## config.mk

```make
export PLATFORM = sky130hd
export DESIGN_NAME = asc_ctrl
export DESIGN_NICKNAME = d
export VERILOG_FILES = /design/src/common/asc_pkg.sv /design/src/common/asc_cnt_if.sv /design/src/design/asc_ctrl.sv /design/src/design/asc_timer.sv
export SDC_FILE = /design/constraint.sdc
export NUM_CORES = 1
export LEC_CHECK = 0
export ABC_AREA = 0
export BUFFER_PORTS_ARGS = -buffer_cell sky130_fd_sc_hd__buf_2
export CAP_MARGIN = 20
export CELL_PAD_IN_SITES_DETAIL_PLACEMENT = 1
export CELL_PAD_IN_SITES_GLOBAL_PLACEMENT = 1
export CORE_AREA = 3 3 98 77
export DETAILED_ROUTE_END_ITERATION = 12
export DIE_AREA = 0 0 101 80
export HOLD_SLACK_MARGIN = 0.1
export PLACE_DENSITY_LB_ADDON = 0.12
export SLEW_MARGIN = 25
export SYNTH_ARGS = -nofsm -noshare
export SYNTH_HDL_FRONTEND = slang
export SYNTH_SLANG_ARGS = --single-unit
```

## constraint.sdc

```tcl
create_clock -name clk -period 2.1 [get_ports clk]
set_input_delay 0.42 -clock clk [delete_from_list [all_inputs] [get_ports clk]]
set_output_delay 0.42 -clock clk [all_outputs]
set_load 0.05 [all_outputs]
```

## src/common/asc_pkg.sv

```systemverilog
// Package of constants and types for the asynchronous memory port controller
package asc_pkg;

  // Clock rate in kHz and period in ns
  localparam int unsigned CLK_KHZ      = 10000;
  localparam int unsigned CLK_NS       = 1000000 / CLK_KHZ;

  // Widths of the memory port
  localparam int unsigned ADDR_W       = 19;
  localparam int unsigned DATA_W       = 8;

  // Timing figures in ns as printed
  localparam int unsigned T_WP_NS      = 8;
  localparam int unsigned T_CW_NS      = 8;
  localparam int unsigned T_AW_NS      = 8;
  localparam int unsigned T_DW_NS      = 6;
  localparam int unsigned T_WHZ_NS     = 6;
  localparam int unsigned T_AA_NS      = 10;
  localparam int unsigned T_OE_NS      = 5;
  localparam int unsigned T_HZ_NS      = 5;
  localparam int unsigned T_OW_NS      = 3;

  // Least times round up, none below one cycle
  function automatic int unsigned ceil_cyc(input int unsigned ns);
    int unsigned c;
    c = (ns + CLK_NS - 1) / CLK_NS;
    return (c < 1) ? 1 : c;
  endfunction

  // Write strobe low: float plus data valid, the longer of this and tWP
  localparam int unsigned WR_CYC  =
    (ceil_cyc(T_WHZ_NS + T_DW_NS) > ceil_cyc(T_WP_NS)) ?
    ceil_cyc(T_WHZ_NS + T_DW_NS) : ceil_cyc(T_WP_NS);
  // Read wait before sampling: address access
  localparam int unsigned RD_CYC  = ceil_cyc(T_AA_NS);
  // Turnaround idle after a read before the bus is driven
  localparam int unsigned TA_CYC  = ceil_cyc(T_HZ_NS);
  // One more read wait so the sampled byte reaches the second sync flop
  localparam int unsigned SYNC_CYC = 1;

  localparam int unsigned CNT_W   = 4;
  localparam logic [CNT_W-1:0] WR_CNT = CNT_W'(WR_CYC);
  localparam logic [CNT_W-1:0] RD_CNT = CNT_W'(RD_CYC + SYNC_CYC);
  localparam logic [CNT_W-1:0] TA_CNT = CNT_W'(TA_CYC);

  // Reset values of the strobes (all deasserted)
  localparam logic CS_N_RST = 1'b1;
  localparam logic WE_N_RST = 1'b1;
  localparam logic OE_N_RST = 1'b1;

  // Controller states
  typedef enum logic [2:0] {
    ASC_IDLE  = 3'b000,
    ASC_SETUP = 3'b001,
    ASC_WRITE = 3'b010,
    ASC_READ  = 3'b011,
    ASC_TURN  = 3'b100
  } asc_state_t;

endpackage

```

## src/common/asc_cnt_if.sv

```systemverilog
// Interface between controller and its cycle timer
`timescale 1ns/100ps
interface asc_cnt_if;
  logic                          load;
  logic [asc_pkg::CNT_W-1:0]     value;
  logic                          done;
  modport ctl (output load, output value, input done);
  modport tmr (input load, input value, output done);
endinterface

```

## src/design/asc_ctrl.sv

```systemverilog
// Controller driving a 512K x 8 asynchronous static memory
//
// Contract
// [RQ1] Write strobe stays high through every read.
// [RQ2] Memory writes during overlap of select low and write strobe low.
// [RQ3] Strobe-ended write with output drive low lasts float plus data time.
// [RQ4] With output drive high, strobe low at least 8 ns.
// [RQ5] Select falling with or after strobe keeps memory outputs floating.
// [RQ6] Select held low at least 8 ns before write end.
// [RQ7] Controller never drives the bus while memory drives it.
// [RQ8] Address-late read data valid 10 ns after address.
// [RQ9] Memory holds old data 4 ns after address change.
// [RQ10] Read data valid 5 ns after output drive falls.
// [RQ11] Read data valid 10 ns after select falls.
// [RQ12] Memory floats within 5 ns after select rises.
// [RQ13] Memory floats within 6 ns after write strobe falls.
// [RQ14] Memory waits 3 ns after write end before driving.
// [RQ15] Write data valid at least 6 ns before write end.
// [RQ16] Address valid at least 8 ns before write end.
// [RQ17] Select high: memory ignores strobes, floats, standby.
// [RQ18] Nineteen address bits select one of 524288 bytes.
`timescale 1ns/100ps
module asc_ctrl (
  // Clock and reset
  input  wire logic                        clk,
  input  wire logic                        rst,
  // User request
  input  wire logic                        req,
  input  wire logic                        req_write,
  input  wire logic [asc_pkg::ADDR_W-1:0]  req_addr,
  input  wire logic [asc_pkg::DATA_W-1:0]  req_wdata,
  output logic                             req_ready,
  // User answer
  output logic                             rsp_valid,
  output logic [asc_pkg::DATA_W-1:0]       rsp_rdata,
  // Memory pins
  output logic [asc_pkg::ADDR_W-1:0]       mem_addr,
  output logic                             mem_cs_n,
  output logic                             mem_we_n,
  output logic                             mem_oe_n,
  output logic [asc_pkg::DATA_W-1:0]       mem_dq_o,
  output logic                             mem_dq_oe,
  input  wire logic [asc_pkg::DATA_W-1:0]  mem_dq_i
);

  asc_pkg::asc_state_t state;
  asc_pkg::asc_state_t next_state;
  logic                is_write;
  logic [asc_pkg::DATA_W-1:0] dq_s1;
  logic [asc_pkg::DATA_W-1:0] dq_s2;

  asc_cnt_if cnt ();

  asc_timer u_timer (
    .clk (clk),
    .rst (rst),
    .cnt (cnt)
  );

  // Phase decode
  wire take     = (state == asc_pkg::ASC_IDLE) && req;
  wire in_setup = (state == asc_pkg::ASC_SETUP);
  wire in_write = (state == asc_pkg::ASC_WRITE);
  wire in_read  = (state == asc_pkg::ASC_READ);
  wire in_turn  = (state == asc_pkg::ASC_TURN);
  wire rd_done  = in_read && cnt.done;
  wire wr_done  = in_write && cnt.done;

  // Timer loads at each phase entry
  assign cnt.load  = take || in_setup || rd_done;
  assign cnt.value = in_setup ? (is_write ? asc_pkg::WR_CNT
                                          : asc_pkg::RD_CNT)
                   : (take ? 4'h0 : asc_pkg::TA_CNT);

  // Next state
  always_comb begin
    next_state = state;
    case (state)
      asc_pkg::ASC_IDLE: begin
        if (req) begin
          next_state = asc_pkg::ASC_SETUP;
        end
      end
      asc_pkg::ASC_SETUP: begin
        next_state = is_write ? asc_pkg::ASC_WRITE : asc_pkg::ASC_READ;
      end
      asc_pkg::ASC_WRITE: begin
        if (cnt.done) begin
          next_state = asc_pkg::ASC_IDLE;
        end
      end
      asc_pkg::ASC_READ: begin
        if (cnt.done) begin
          next_state = asc_pkg::ASC_TURN;
        end
      end
      asc_pkg::ASC_TURN: begin
        if (cnt.done) begin
          next_state = asc_pkg::ASC_IDLE;
        end
      end
      default: begin
        next_state = asc_pkg::ASC_IDLE;
      end
    endcase
  end

  // State register
  always_ff @(posedge clk or posedge rst) begin
    if (rst) begin
      state <= asc_pkg::ASC_IDLE;
    end else begin
      state <= next_state;
    end
  end

  // Data pins pass two flops; the memory is asynchronous to clk
  always_ff @(posedge clk or posedge rst) begin
    if (rst) begin
      dq_s1 <= 8'h00;
      dq_s2 <= 8'h00;
    end else begin
      dq_s1 <= mem_dq_i;
      dq_s2 <= dq_s1;
    end
  end

  // Address and data latched at request; held stable all cycle
  always_ff @(posedge clk or posedge rst) begin
    if (rst) begin
      is_write <= 1'b0;
      mem_addr <= 19'h00000;
      mem_dq_o <= 8'h00;
    end else if (take) begin
      is_write <= req_write;
      mem_addr <= req_addr; // RQ16 RQ18
      mem_dq_o <= req_wdata; // RQ15
    end
  end

  // Strobes; address and data set up one cycle before strobes fall
  always_ff @(posedge clk or posedge rst) begin
    if (rst) begin
      mem_cs_n  <= asc_pkg::CS_N_RST;
      mem_we_n  <= asc_pkg::WE_N_RST;
      mem_oe_n  <= asc_pkg::OE_N_RST;
      mem_dq_oe <= 1'b0;
    end else begin
      // Select and strobe fall together so memory outputs stay floating
      mem_cs_n  <= !((in_setup) || (in_write && !cnt.done) ||
                     (in_read && !cnt.done)); // RQ5 RQ6 RQ17
      // Strobe high throughout reads; low span counted by timer
      mem_we_n  <= !((in_setup && is_write) ||
                     (in_write && !cnt.done)); // RQ1 RQ2 RQ3 RQ4
      // Output drive never low during a write
      mem_oe_n  <= !((in_setup && !is_write) ||
                     (in_read && !cnt.done)); // RQ1
      // Drive bus only in writes, from setup while output drive is high
      mem_dq_oe <= (take && req_write) ||
                   (in_setup && is_write) || (in_write && !cnt.done); // RQ7
    end
  end

  // Read data taken after access time plus sync delay margin
  always_ff @(posedge clk or posedge rst) begin
    if (rst) begin
      rsp_valid <= 1'b0;
      rsp_rdata <= 8'h00;
      req_ready <= 1'b0;
    end else begin
      rsp_valid <= rd_done || wr_done;
      if (rd_done) begin
        rsp_rdata <= dq_s2; // RQ8 RQ10 RQ11
      end
      // Ready only in idle; turn phase covers memory float time
      req_ready <= (next_state == asc_pkg::ASC_IDLE) && !take &&
                   !in_turn; // RQ12 RQ14
    end
  end

endmodule // asc_ctrl

```

## src/design/asc_timer.sv

```systemverilog
// Down counter timing strobe phases
`timescale 1ns/100ps
module asc_timer (
  // Clock and reset
  input  wire logic clk,
  input  wire logic rst,
  // Load and done
  asc_cnt_if.tmr    cnt
);

  logic [asc_pkg::CNT_W-1:0] count;
  logic [asc_pkg::CNT_W-1:0] next_count;

  // Done while count is zero
  assign cnt.done   = (count == '0);
  assign next_count = cnt.load ? cnt.value :
                      (cnt.done ? count : count - 4'h1);

  // Counter register
  always_ff @(posedge clk or posedge rst) begin
    if (rst) begin
      count <= '0;
    end else begin
      count <= next_count;
    end
  end

endmodule // asc_timer

```

; ---- Yosys cells after proc, flatten, opt, wreduce, memory -nomap -nowiden
; Index checks and enable logic that the tools add are counted.
[word_totals]
input_bits = 39
output_inout_bits = 41
word_cells = 60
regBits = 65
[op_classes]
eq_ne = 5
add_sub_neg = 1
reduce_logical = 30
n_mux = 10
[op_table]
columns = operator, count
row1 = 3-bit one-hot mux with 4 select lines, 1
row2 = 1-bit logical AND, 10
row3 = 1-bit logical OR, 9
row4 = 3-bit two-way mux, 3
row5 = 4-bit two-way mux, 2
row6 = 1-bit logical NOT, 7
row7 = "3-bit by 2-bit == test with 1-bit output, second input constant", 2
row8 = 3-bit logical NOT, 2
row9 = 4-bit logical NOT, 1
row10 = 2-bit two-way mux, 2
row11 = "4-bit by 1-bit subtractor with 4-bit output, second input constant", 1
row12 = "3-bit by 1-bit == test with 1-bit output, second input constant", 1
row13 = "3-bit == test, second input constant", 1
row14 = 1-bit two-way mux, 2
row15 = "2-bit by 1-bit != test with 1-bit output, second input constant", 1
row16 = 2-bit OR reduction, 1

; ---- Depth between registers and ports, before layout
; Gate-level depths: netlist of the first run.
[logic_depth]
word_depth = 6
depth_mapped = 6
ltp_nobuf = 6

; ---- Hierarchy
; A second synthesis of the first run with hierarchy kept.
[hier_totals]
cells_unflattened = 155
area_unflattened_um2 = 2391.0
[modules_own_cells]
columns = module, seq_area_each_um2, cells_each, instances, area_each_um2
row1 = asc_ctrl, 1530.2, 131, 1, 2147.1
row2 = asc_timer, 100.1, 24, 1, 244.0

; ---- Worst setup path after synthesis of the first run
; Ideal clock, no wire load.
[synth_timing]
path_type = register -> register
start = register u_timer.count[0] in the netlist's numbering
end = register rsp_rdata[2] in the netlist's numbering
path_stages_with_launch = 6
arrival_time_ps = 1364
setup_ps = 125
required_time_ps = 1975
path_slack_ps = 612
synth_period_minus_slack_ps = 1488
n_path_buf = 0
cell_sequence = dfrtp_1 inv_1 ha_1 nand2_1 nor2_8 mux2_2
[synth_via]
elab_chain_cells = 2
[synth_rtl]
columns = item, line
row1 = start: declaration, asc_timer.sv:11  ; logic [asc_pkg::CNT_W-1:0] count;
row2 = start signal: assignment, asc_timer.sv:24  ; count <= next_count;
row3 = 4-bit logical NOT, asc_timer.sv:15  ; assign cnt.done = (count == '0);
row4 = 1-bit logical AND, asc_ctrl.sv:66  ; wire rd_done = in_read && cnt.done;
row5 = end signal: assignment, asc_ctrl.sv:173  ; rsp_rdata <= dq_s2;
row6 = end: declaration, asc_ctrl.sv:35  ; output logic [asc_pkg::DATA_W-1:0] rsp_rdata,
; No other way between the ends.
; A chain may end at the register's enable or synchronous reset.

; ---- Worst setup path in the final report of the first run
[layout_timing]
start = register u_timer.count[0] in the netlist's numbering
end = register rsp_rdata[3] in the netlist's numbering
; Same word-level chain as after synthesis.

==> metrics.txt, run 1 <==
Die Height=about 80 µm; Synth Cell Area=approximately 2400 µm²; initial antenna violation count=0; IO Pins=80; worst path bufs/invs=1; starting density of the core=0.355; Max stage delay cell, worst path=dfrtp_1; n_diodes=0; Reg2Reg Depth=5; Setup CP Type=reg2reg; syn avg cell area=~16 µm²; final std cells w/o fill=approximately 330; setup slack, reg-to-reg=around 0.45 ns; Post-synth EDFFs=0; Synthesis Warnings=0; final core utilization=0.452; first-pass GRT wire length=7980 µm; final setup TNS=0 ns; 1st-iter DRT viols=50; R2R Path End=rsp_rdata[3]; CTS root buffer=clkbuf_8; # setup viols final=0; f_max=slightly above 600 MHz; max-slew violations=0; CTS clk-pin slew, worst paths=about 0.080 ns; placed cell count=312; DR DRC count=0; Detail Placement HPWL=3210 µm; outcome=finished, final reports clean; Max clock buf depth=2; Final Hold Fails=0; Routed Wire Length=4650 µm; pin count of the biggest net entering global routing=66; vias in the first global route=1611; row cnt=26; Syn Inst Count=roughly 150; Worst setup SP type=flop; main flop type after synthesis=dfrtp_1; worst endpoint required time=approximately 2.3 ns; Critical Path Sink Type=flop; GPL Wtd Cong=between 0.7 and 0.8; Vias per Instance=between 4 and 5; Setup Skew=0.00913 ns; number of synthesized register bits=65; worst slew pin tran=roughly 0.56 ns; CTS buffer count=9; fin nets=between 200 and 300; H-tree Lvls=3; layout cell share with drive strength beyond 1=0.570; global route total overflow=0; critical path depth=5; most frequent cell after synthesis=dfrtp_1; CTS tree=done; gr usage total=0.131; Die X=between 100 and 150 µm; clk sinks=65; IO Port Bufs=79; Net Count, Synth=192; post-synth cell types=26; post-CTS setup buffer count=0; async set-reset flop share out of synthesis=1.00; max-cap viol count=0; post-synthesis sequential area ratio=0.686; worst stage delay on the critical path=0.41 ns; RSZ-0062 raised after global routing=false; cts hold-fix bufs=0; Die ar.=8080 µm²; worst setup path endpoint=rsp_rdata[3]; Final min period=1.65 ns; WL/cell=14.2 µm; period utilization=0.783; Slew HR=0.623; DR vias=1478; Area Growth Syn to Fin=27.6%; sequence of cells on the critical path=inv_1 > ha_1 > nand2_1 > nor2_8 > mux2_2; largest cells by area after synthesis=dfrtp_1 65%, mux2_2 16%, dfstp_2 3.3%, buf_6 2.4%, nand2_1 1.1%; area leader, netlist=dfrtp_1; Min Hold Slack=roughly 0.15 ns; Synth top cells by count=62 x dfrtp_1, 33 x mux2_2, 7 x nand2_1, 7 x nor2_1; ANT nets after route=0; WP data arrival=about 1.9 ns; DR pass1 iterations=4; path category of the worst min-delay check=in2async; crit-path max FO=9; Synth top area share=0.653; CTS-repair resized insts=0; worst setup path startpoint=u_timer.count[0]; worst r2r src=u_timer.count[0]; core region area=~6700 µm²; clock latency on the worst-skew pair=between 0.3 and 0.4 ns; CP delay by family, top=simple AND/OR/NAND/NOR gates
[tightest hold or removal path, delay by kind of cell]
| kind | cells | cell delay, ns |
|---|---|---|
| buf+inv | 3 | 0.47 |
[state kept, by name, indices dropped and copies added, names as in the netlist, 3 cells and up]
name,flops
mem_addr,19
dq_s2,8
state,3
u_timer.count,4
mem_dq_o,8
rsp_rdata,8
dq_s1,8
[cells in the final DEF (no fill, tap or decap), drive strengths merged, types with 3 or more instances in the layout]
cell    synthesis  final
buf             6     82
dfrtp          62     62
mux2           35     35
clkbuf          0      9
nor2            8      8
nand2           7      7
nor3            5      5
inv             5      5
clkinv          0      5
a21oi           3      3
o21ai           3      3
dfstp           3      3
[how the worst min path moves through the flow]
stage              from      endpoint  slack, ns  depth (start not counted)
6_report            rst  rsp_rdata[5]       0.15                          3
2_1_floorplan  dq_s1[0]      dq_s2[0]       0.33                          0
4_1_cts             rst  rsp_rdata[5]       0.15                          3
5_1_grt             rst  rsp_rdata[5]       0.16                          3
3_5_place_dp   dq_s1[6]      dq_s2[6]       0.34                          0
3_3_place_gp   dq_s1[3]      dq_s2[3]       0.33                          0
[per-stage QoR]
step                cell area, µm²  setup WS [ns]
floorplan                     2380         0.0585
global placement              2860          0.497
detailed placement            2860          0.439
CTS                           3030          0.431
global route                  3030          0.294
finish                        3030          0.455
[cell families after synthesis]
kind of cell    count (synthesis)  synth area share
flops                          65             0.686
xor+xnor                        2           0.00737
compound gates                 12            0.0332
fa+ha+maj                       1           0.00527
mux                            35             0.166
buf+inv                        11            0.0348
simple gates                   26            0.0674
[cell type report]
class                      count  area, µm²
clock buffer                   9        124
clock inverter                 7       47.5
fill                         713       3670
inverter                       5       18.8
multi-input combinational     76        663
sequential                    65       1630
tap                           84        105
timing repair buffer          82        443
[layer usage]
metal | routed length (µm) | global-route usage | part of all wire | vias up
li1 | - | - | - | 700
met1 | 2030 | 0.161 | 0.44 | 728
met2 | 2180 | 0.193 | 0.47 | 46
met3 | 377 | 0.0646 | 0.081 | 4
met4 | 61 | 0.0598 | 0.013 | 0
met5 | 0 | 0 | 0 | -
Power of run 1 is not shown: default switching activity piles up to over one toggle a cycle in this logic, so the estimate is an artifact.
==> inputs of run 2 (changes only) <==
- CORE_AREA: 3 3 98 77 -> 3 3 95 74
- DIE_AREA: 0 0 101 80 -> 0 0 98 77
- clock period: 2.1 -> 1.6 ns (I/O delays scaled with it)
==> run 2 against run 1 <==
  * Clock skew shrank 0.0028 ns
  * Flip-flop and latch count is the same
  * Via count up 5.3%
  * Critical path depth is 2 lower
  * Cell count rose by 4.3%
  * Clock-buffer cell count increased by 3
  * Cell area up 6.6%
  * Die area decreased by 6.6%
  * Highest routed layer unchanged
  * Routed wire length increased by 2.6%
  * Sequential share of layout area is 3.3 points lower
==> metrics.txt, run 2 (synthesis gave the netlist of run 1 again) <==
outcome=finished, final reports clean; path category of the worst min-delay check=in2reg; core region area=6220 µm² (-7.1%); CP delay by family, top=flip-flops; commonest non-fill, non-tap cell in the layout=buf_2; Routed Wire Length=4770 µm (+2.6%); row cnt=25 (-3.8%); Max clock buf depth=2 (unchanged); IO Port Bufs=79 (unchanged); ANT nets after route=0 (unchanged); CTS root buffer=clkbuf_8; DR vias=1557 (+5.3%); crit-path max FO=30 (+21); Slew HR=0.746 (+0.123); pin count of the biggest net entering global routing=40 (-39%); Hold Path Sink=mem_addr[2]; number of flip-flops under the largest register name=19 (unchanged); worst slew pin tran=0.375 ns (-0.186 ns); IO Pins=80 (unchanged); DR DRC count=0 (unchanged); R2R Path End=mem_addr[0]; WP data arrival=1.71 ns (-0.15 ns); placed cell areas=2920 µm² (+2.1%); layout cell share with drive strength beyond 1=0.567 (-0.00262); Reg2Reg Depth=3 (-2); Final min period=1.50 ns (-0.149 ns); WL/cell=14.0 µm (-1.6%); worst path bufs/invs=1 (unchanged); fin nets=296 (+6.1%); Max stage delay cell, worst path=dfrtp_1; Area Growth Syn to Fin=36.0%; global route total overflow=0 (unchanged); first-pass GRT wire length=8110 µm (+1.6%); Critical Path Sink Type=flop; Worst Hold Launch=req_addr[2]; period utilization=0.935 (+0.151); Setup CP Type=reg2reg; Vias per Instance=4.55 (+1.0%); RSZ-0062 raised after global routing=false; most frequent cells in the layout=79 x buf_2, 62 x dfrtp_1, 33 x mux2_2; 1st-iter DRT viols=35 (-30%); Worst setup SP type=flop; Final Hold Fails=0 (unchanged); n_diodes=0 (unchanged); max-slew violations=0 (unchanged); Hold Path Depth=2; DR pass1 iterations=3 (-1); CTS buffer count=9 (unchanged); critical path depth=3 (-2); worst endpoint required time=1.82 ns (-0.50 ns); largest reg by FF count=mem_addr; H-tree Lvls=3 (unchanged); gr usage total=0.138 (+0.00673); Setup Skew=0.00637 ns (-0.00275 ns); final setup TNS=0 ns (unchanged); starting density of the core=0.382 (+0.0272); post-CTS setup buffer count=0 (unchanged); Die Height=77 µm (-3.8%); GPL Wtd Cong=0.768 (-3.5%); vias in the first global route=1672 (+3.8%); final core utilization=0.519 (+0.0666); initial antenna violation count=0 (unchanged); Multi-input gate area=668 µm² (+0.75%); Die X=98 µm (-3.0%); CTS tree=done; worst stage delay on the critical path=0.43 ns (+0.02 ns); clock latency on the worst-skew pair=0.33 ns (about the same); clk sinks=65 (unchanged); Reg area=1630 µm² (unchanged); CTS clk-pin slew, worst paths=0.07 ns (about the same); Detail Placement HPWL=3470 µm (+8.0%); worst r2r src=state[1]; post-route cell area=3230 µm² (+6.6%); max-cap viol count=0 (unchanged); f_max=669 MHz (+10%); sequence of cells on the critical path=nor4b_4 > buf_12 > mux2_2; fill count=669 (-6.2%); Die ar.=7550 µm² (-6.6%); # setup viols final=0 (unchanged); setup slack, reg-to-reg=0.10 ns (-0.35 ns)
-- run 2: changes by cell type in the layout (fill, tap and decap cells not counted) --
cell | before | now
inv_2 | 1 | 0
nor3b_2 | 0 | 1
clkbuf_8 | 9 | 12
dlygate4sd3_1 | 0 | 9
clkinvlp_4 | 2 | 3
clkinv_2 | 3 | 1
buf_4 | 1 | 9
bufinv_16 | 0 | 1
clkinv_4 | 2 | 0
nor3b_1 | 2 | 1
-- run 2: final cells by class --
type                            instances  share of cell area
Sequential cell                        65               0.505
Inverter                                5             0.00697
Multi-Input combinational cell         76               0.207
Timing Repair Buffer                   99               0.184
Clock buffer                           12              0.0511
Tap cell                               81              0.0314
Clock inverter                          4              0.0155
-- run 2: layer usage --
| metal | track usage | share of wire |
|---|---|---|
| met5 | 0 | 0 |
| met2 | 0.198 | 0.47 |
| met3 | 0.0691 | 0.087 |
| met1 | 0.174 | 0.43 |
| met4 | 0.0622 | 0.018 |
-- run 2: worst register-to-register path, stage by stage (launching register included) --
cell	delay (ns)
dfrtp_1	0.43
nor4b_4	0.35
buf_12	0.23
mux2_2	0.37
-- run 2: through the flow --
stage	std cells	hold WS [ns]	setup slack, ns
global placement	317	0.333	0.0987
global route	342	0.186	0.000259
CTS	342	0.194	0.0589
floorplan	152	0.331	0.112
finish	342	0.215	0.104
detailed placement	317	0.336	0.0767
-- run 2: repair_timing --
item / CTS / global route
setup endpoints to repair: 0 / 10
hold endpoints to repair: 62 / 0
hold buffers: 9 / 0
resized for setup: 0 / 1
-- run 2: worst max-delay path by stage --
| stage | start | to |
|---|---|---|
| CTS | u_timer.count[1] | rsp_rdata[2] |
| floorplan | u_timer.count[0] | rsp_rdata[2] |
| global placement | u_timer.count[1] | rsp_rdata[3] |
| detailed placement | u_timer.count[1] | rsp_rdata[2] |
| finish | state[1] | mem_addr[0] |
| global route | u_timer.count[1] | u_timer.count[1] |
Power of run 2 is left out for the same reason.
==> inputs of run 3 (changes only) <==
- CORE_AREA: 3 3 95 74 -> 4 4 96 75
- DIE_AREA: 0 0 98 77 -> 0 0 100 79
==> run 3 against run 2 <==
  * Flip-flop and latch count did not move
  * Cell count shrank 0.88%
  * Critical path type unchanged
  * Highest routed layer unchanged
  * Die area rose by 4.7%
  * Sequential share of layout area grew 0.57 points
  * Cell area down 1.0%
  * Routed wire length up 5.2%
  * First-iteration DRC count is 8.6% lower
  * Register-to-register slack worse by 0.03 ns
  * Non-clock buffer count down 3
  * Global-route usage grew 0.38 points
==> metrics.txt, run 3 (synthesis gave the netlist of run 1 again) <==
Hold Path Sink=mem_addr[4]; number of flip-flops under the largest register name=19 (unchanged); Detail Placement HPWL=3480 µm (+0.37%); Routed Wire Length=5020 µm (+5.2%); Final Hold Fails=0 (unchanged); pin count of the biggest net entering global routing=66 (+65%); placed cell areas=2900 µm² (-0.77%); largest reg by FF count=mem_addr; WL/cell=14.8 µm (+6.1%); Die ar.=7900 µm² (+4.7%); pre-CTS setup slack=0.0368 ns (-0.0399 ns); worst slew pin tran=0.400 ns (+0.0245 ns); n_diodes=0 (unchanged); sequence of cells on the critical path=inv_1 > ha_1 > nand2_1 > nor2_8 > mux2_2; Setup CP Type=reg2reg; final setup TNS=0 ns (unchanged); R2R Path End=rsp_rdata[6]; GPL Wtd Cong=0.718 (-6.5%); Max stage delay cell, worst path=dfrtp_1; period utilization=0.951 (+0.0158); IO Port Bufs=79 (unchanged); Die Height=79 µm (+2.6%); IO Pins=80 (unchanged); worst r2r src=u_timer.count[1]; Hold Path Depth=2 (unchanged); WP data arrival=1.74 ns (+0.03 ns); CTS buffer count=9 (unchanged); vias in the first global route=1749 (+4.6%); RSZ-0062 raised after global routing=false; Setup Skew=0.00736 ns (+0.000982 ns); Slew HR=0.730 (-0.0166); fin nets=293 (-1.0%); post-route cell area=3200 µm² (-1.0%); max-cap viol count=0 (unchanged); global route total overflow=0 (unchanged); Min Hold Slack=0.213 ns (-0.00215 ns); Area Growth Syn to Fin=34.5%; DR DRC count=0 (unchanged); core region area=6220 µm² (unchanged); row cnt=25 (unchanged); f_max=657 MHz (-1.7%); Reg2Reg Depth=5 (+2); first-pass GRT wire length=8470 µm (+4.5%); ANT nets after route=0 (unchanged); Final min period=1.52 ns (+0.0253 ns); initial antenna violation count=0 (unchanged); crit-path max FO=9 (-70%); Worst setup SP type=flop; commonest non-fill, non-tap cell in the layout=buf_2; outcome=finished, final reports clean; Vias per Instance=4.56 (+0.17%); worst stage delay on the critical path=0.40 ns (-0.03 ns); clk sinks=65 (unchanged); fill count=646 (-3.4%); starting density of the core=0.382 (unchanged); gr usage total=0.142 (+0.00381); Die X=100 µm (+2.0%); Worst Hold Launch=req_addr[4]; CTS root buffer=clkbuf_8; CTS tree=done; Max clock buf depth=2 (unchanged); max-slew violations=0 (unchanged); clock latency on the worst-skew pair=0.34 ns (about the same); CTS clk-pin slew, worst paths=0.08 ns (about the same); Critical Path Sink Type=flop; # setup viols final=0 (unchanged); setup slack, reg-to-reg=0.08 ns (-0.03 ns); DR vias=1546 (-0.71%); fin worst setup slack=0.0790 ns (-0.0253 ns); worst endpoint required time=1.82 ns (about the same); DR pass1 iterations=4 (+1); 1st-iter DRT viols=32 (-8.6%); H-tree Lvls=3 (unchanged); layout cell share with drive strength beyond 1=0.566 (-0.00116); path category of the worst min-delay check=in2reg; most frequent cells in the layout=79 x buf_2, 61 x dfrtp_1, 33 x mux2_2
[run 3: cell count changes in the layout (fill, tap and decap cells not counted), sizes merged]
cell / change
clkbuf: -3
clkinvlp: +1
buf: -3
inv: +2
[run 3: worst max-delay path by stage]
stage / start / to / slack (ns) / depth (start not counted)
after floorplan: u_timer.count[0] / rsp_rdata[2] / 0.11 / 5
after CTS: state[0] / rsp_rdata[6] / 0.02 / 4
after detailed placement: state[0] / rsp_rdata[2] / 0.04 / 4
after global routing: u_timer.count[1] / rsp_rdata[6] / 0.0005 / 5
final: u_timer.count[1] / rsp_rdata[6] / 0.08 / 5
after global placement: state[0] / rsp_rdata[6] / 0.05 / 4
[run 3: critical path: cells and delay by family, from the launching register on]
| kind | cells | cell delay (ns) |
|---|---|---|
| DFF | 1 | 0.40 |
| adders and majority gates | 1 | 0.20 |
| and+or+nand+nor | 2 | 0.39 |
| buffers and inverters | 1 | 0.06 |
| muxes | 1 | 0.35 |
[run 3: per-stage QoR]
step           cells  utilization
6_report         339        0.514
2_1_floorplan    152            -
3_3_place_gp     314        0.466
4_1_cts          339        0.513
3_5_place_dp     314        0.466
5_1_grt          339        0.514
[run 3: area by class of cell]
class | count | area, µm² | area share
well taps | 81 | 101 | 0.0317
inverters | 5 | 22.5 | 0.00705
multi-input cells | 76 | 668 | 0.209
flip-flops and latches | 65 | 1630 | 0.510
clock buffers | 9 | 124 | 0.0387
repair buffers | 96 | 571 | 0.178
clock inverters | 7 | 78.8 | 0.0247
[run 3: layer usage]
layer	share of wire	global-route usage	wire length, µm
met2	0.45	0.207	2280
met1	0.44	0.177	2200
met4	0.014	0.0485	68
met5	0	0	0
met3	0.094	0.0790	474
[run 3: repair_timing]
action,in CTS,in global routing
resized for setup,0,2
hold endpoints to repair,70,0
setup endpoints to repair,0,38
hold buffers,9,0
setup buffers,0,0
Power of run 3 is left out for the same reason.
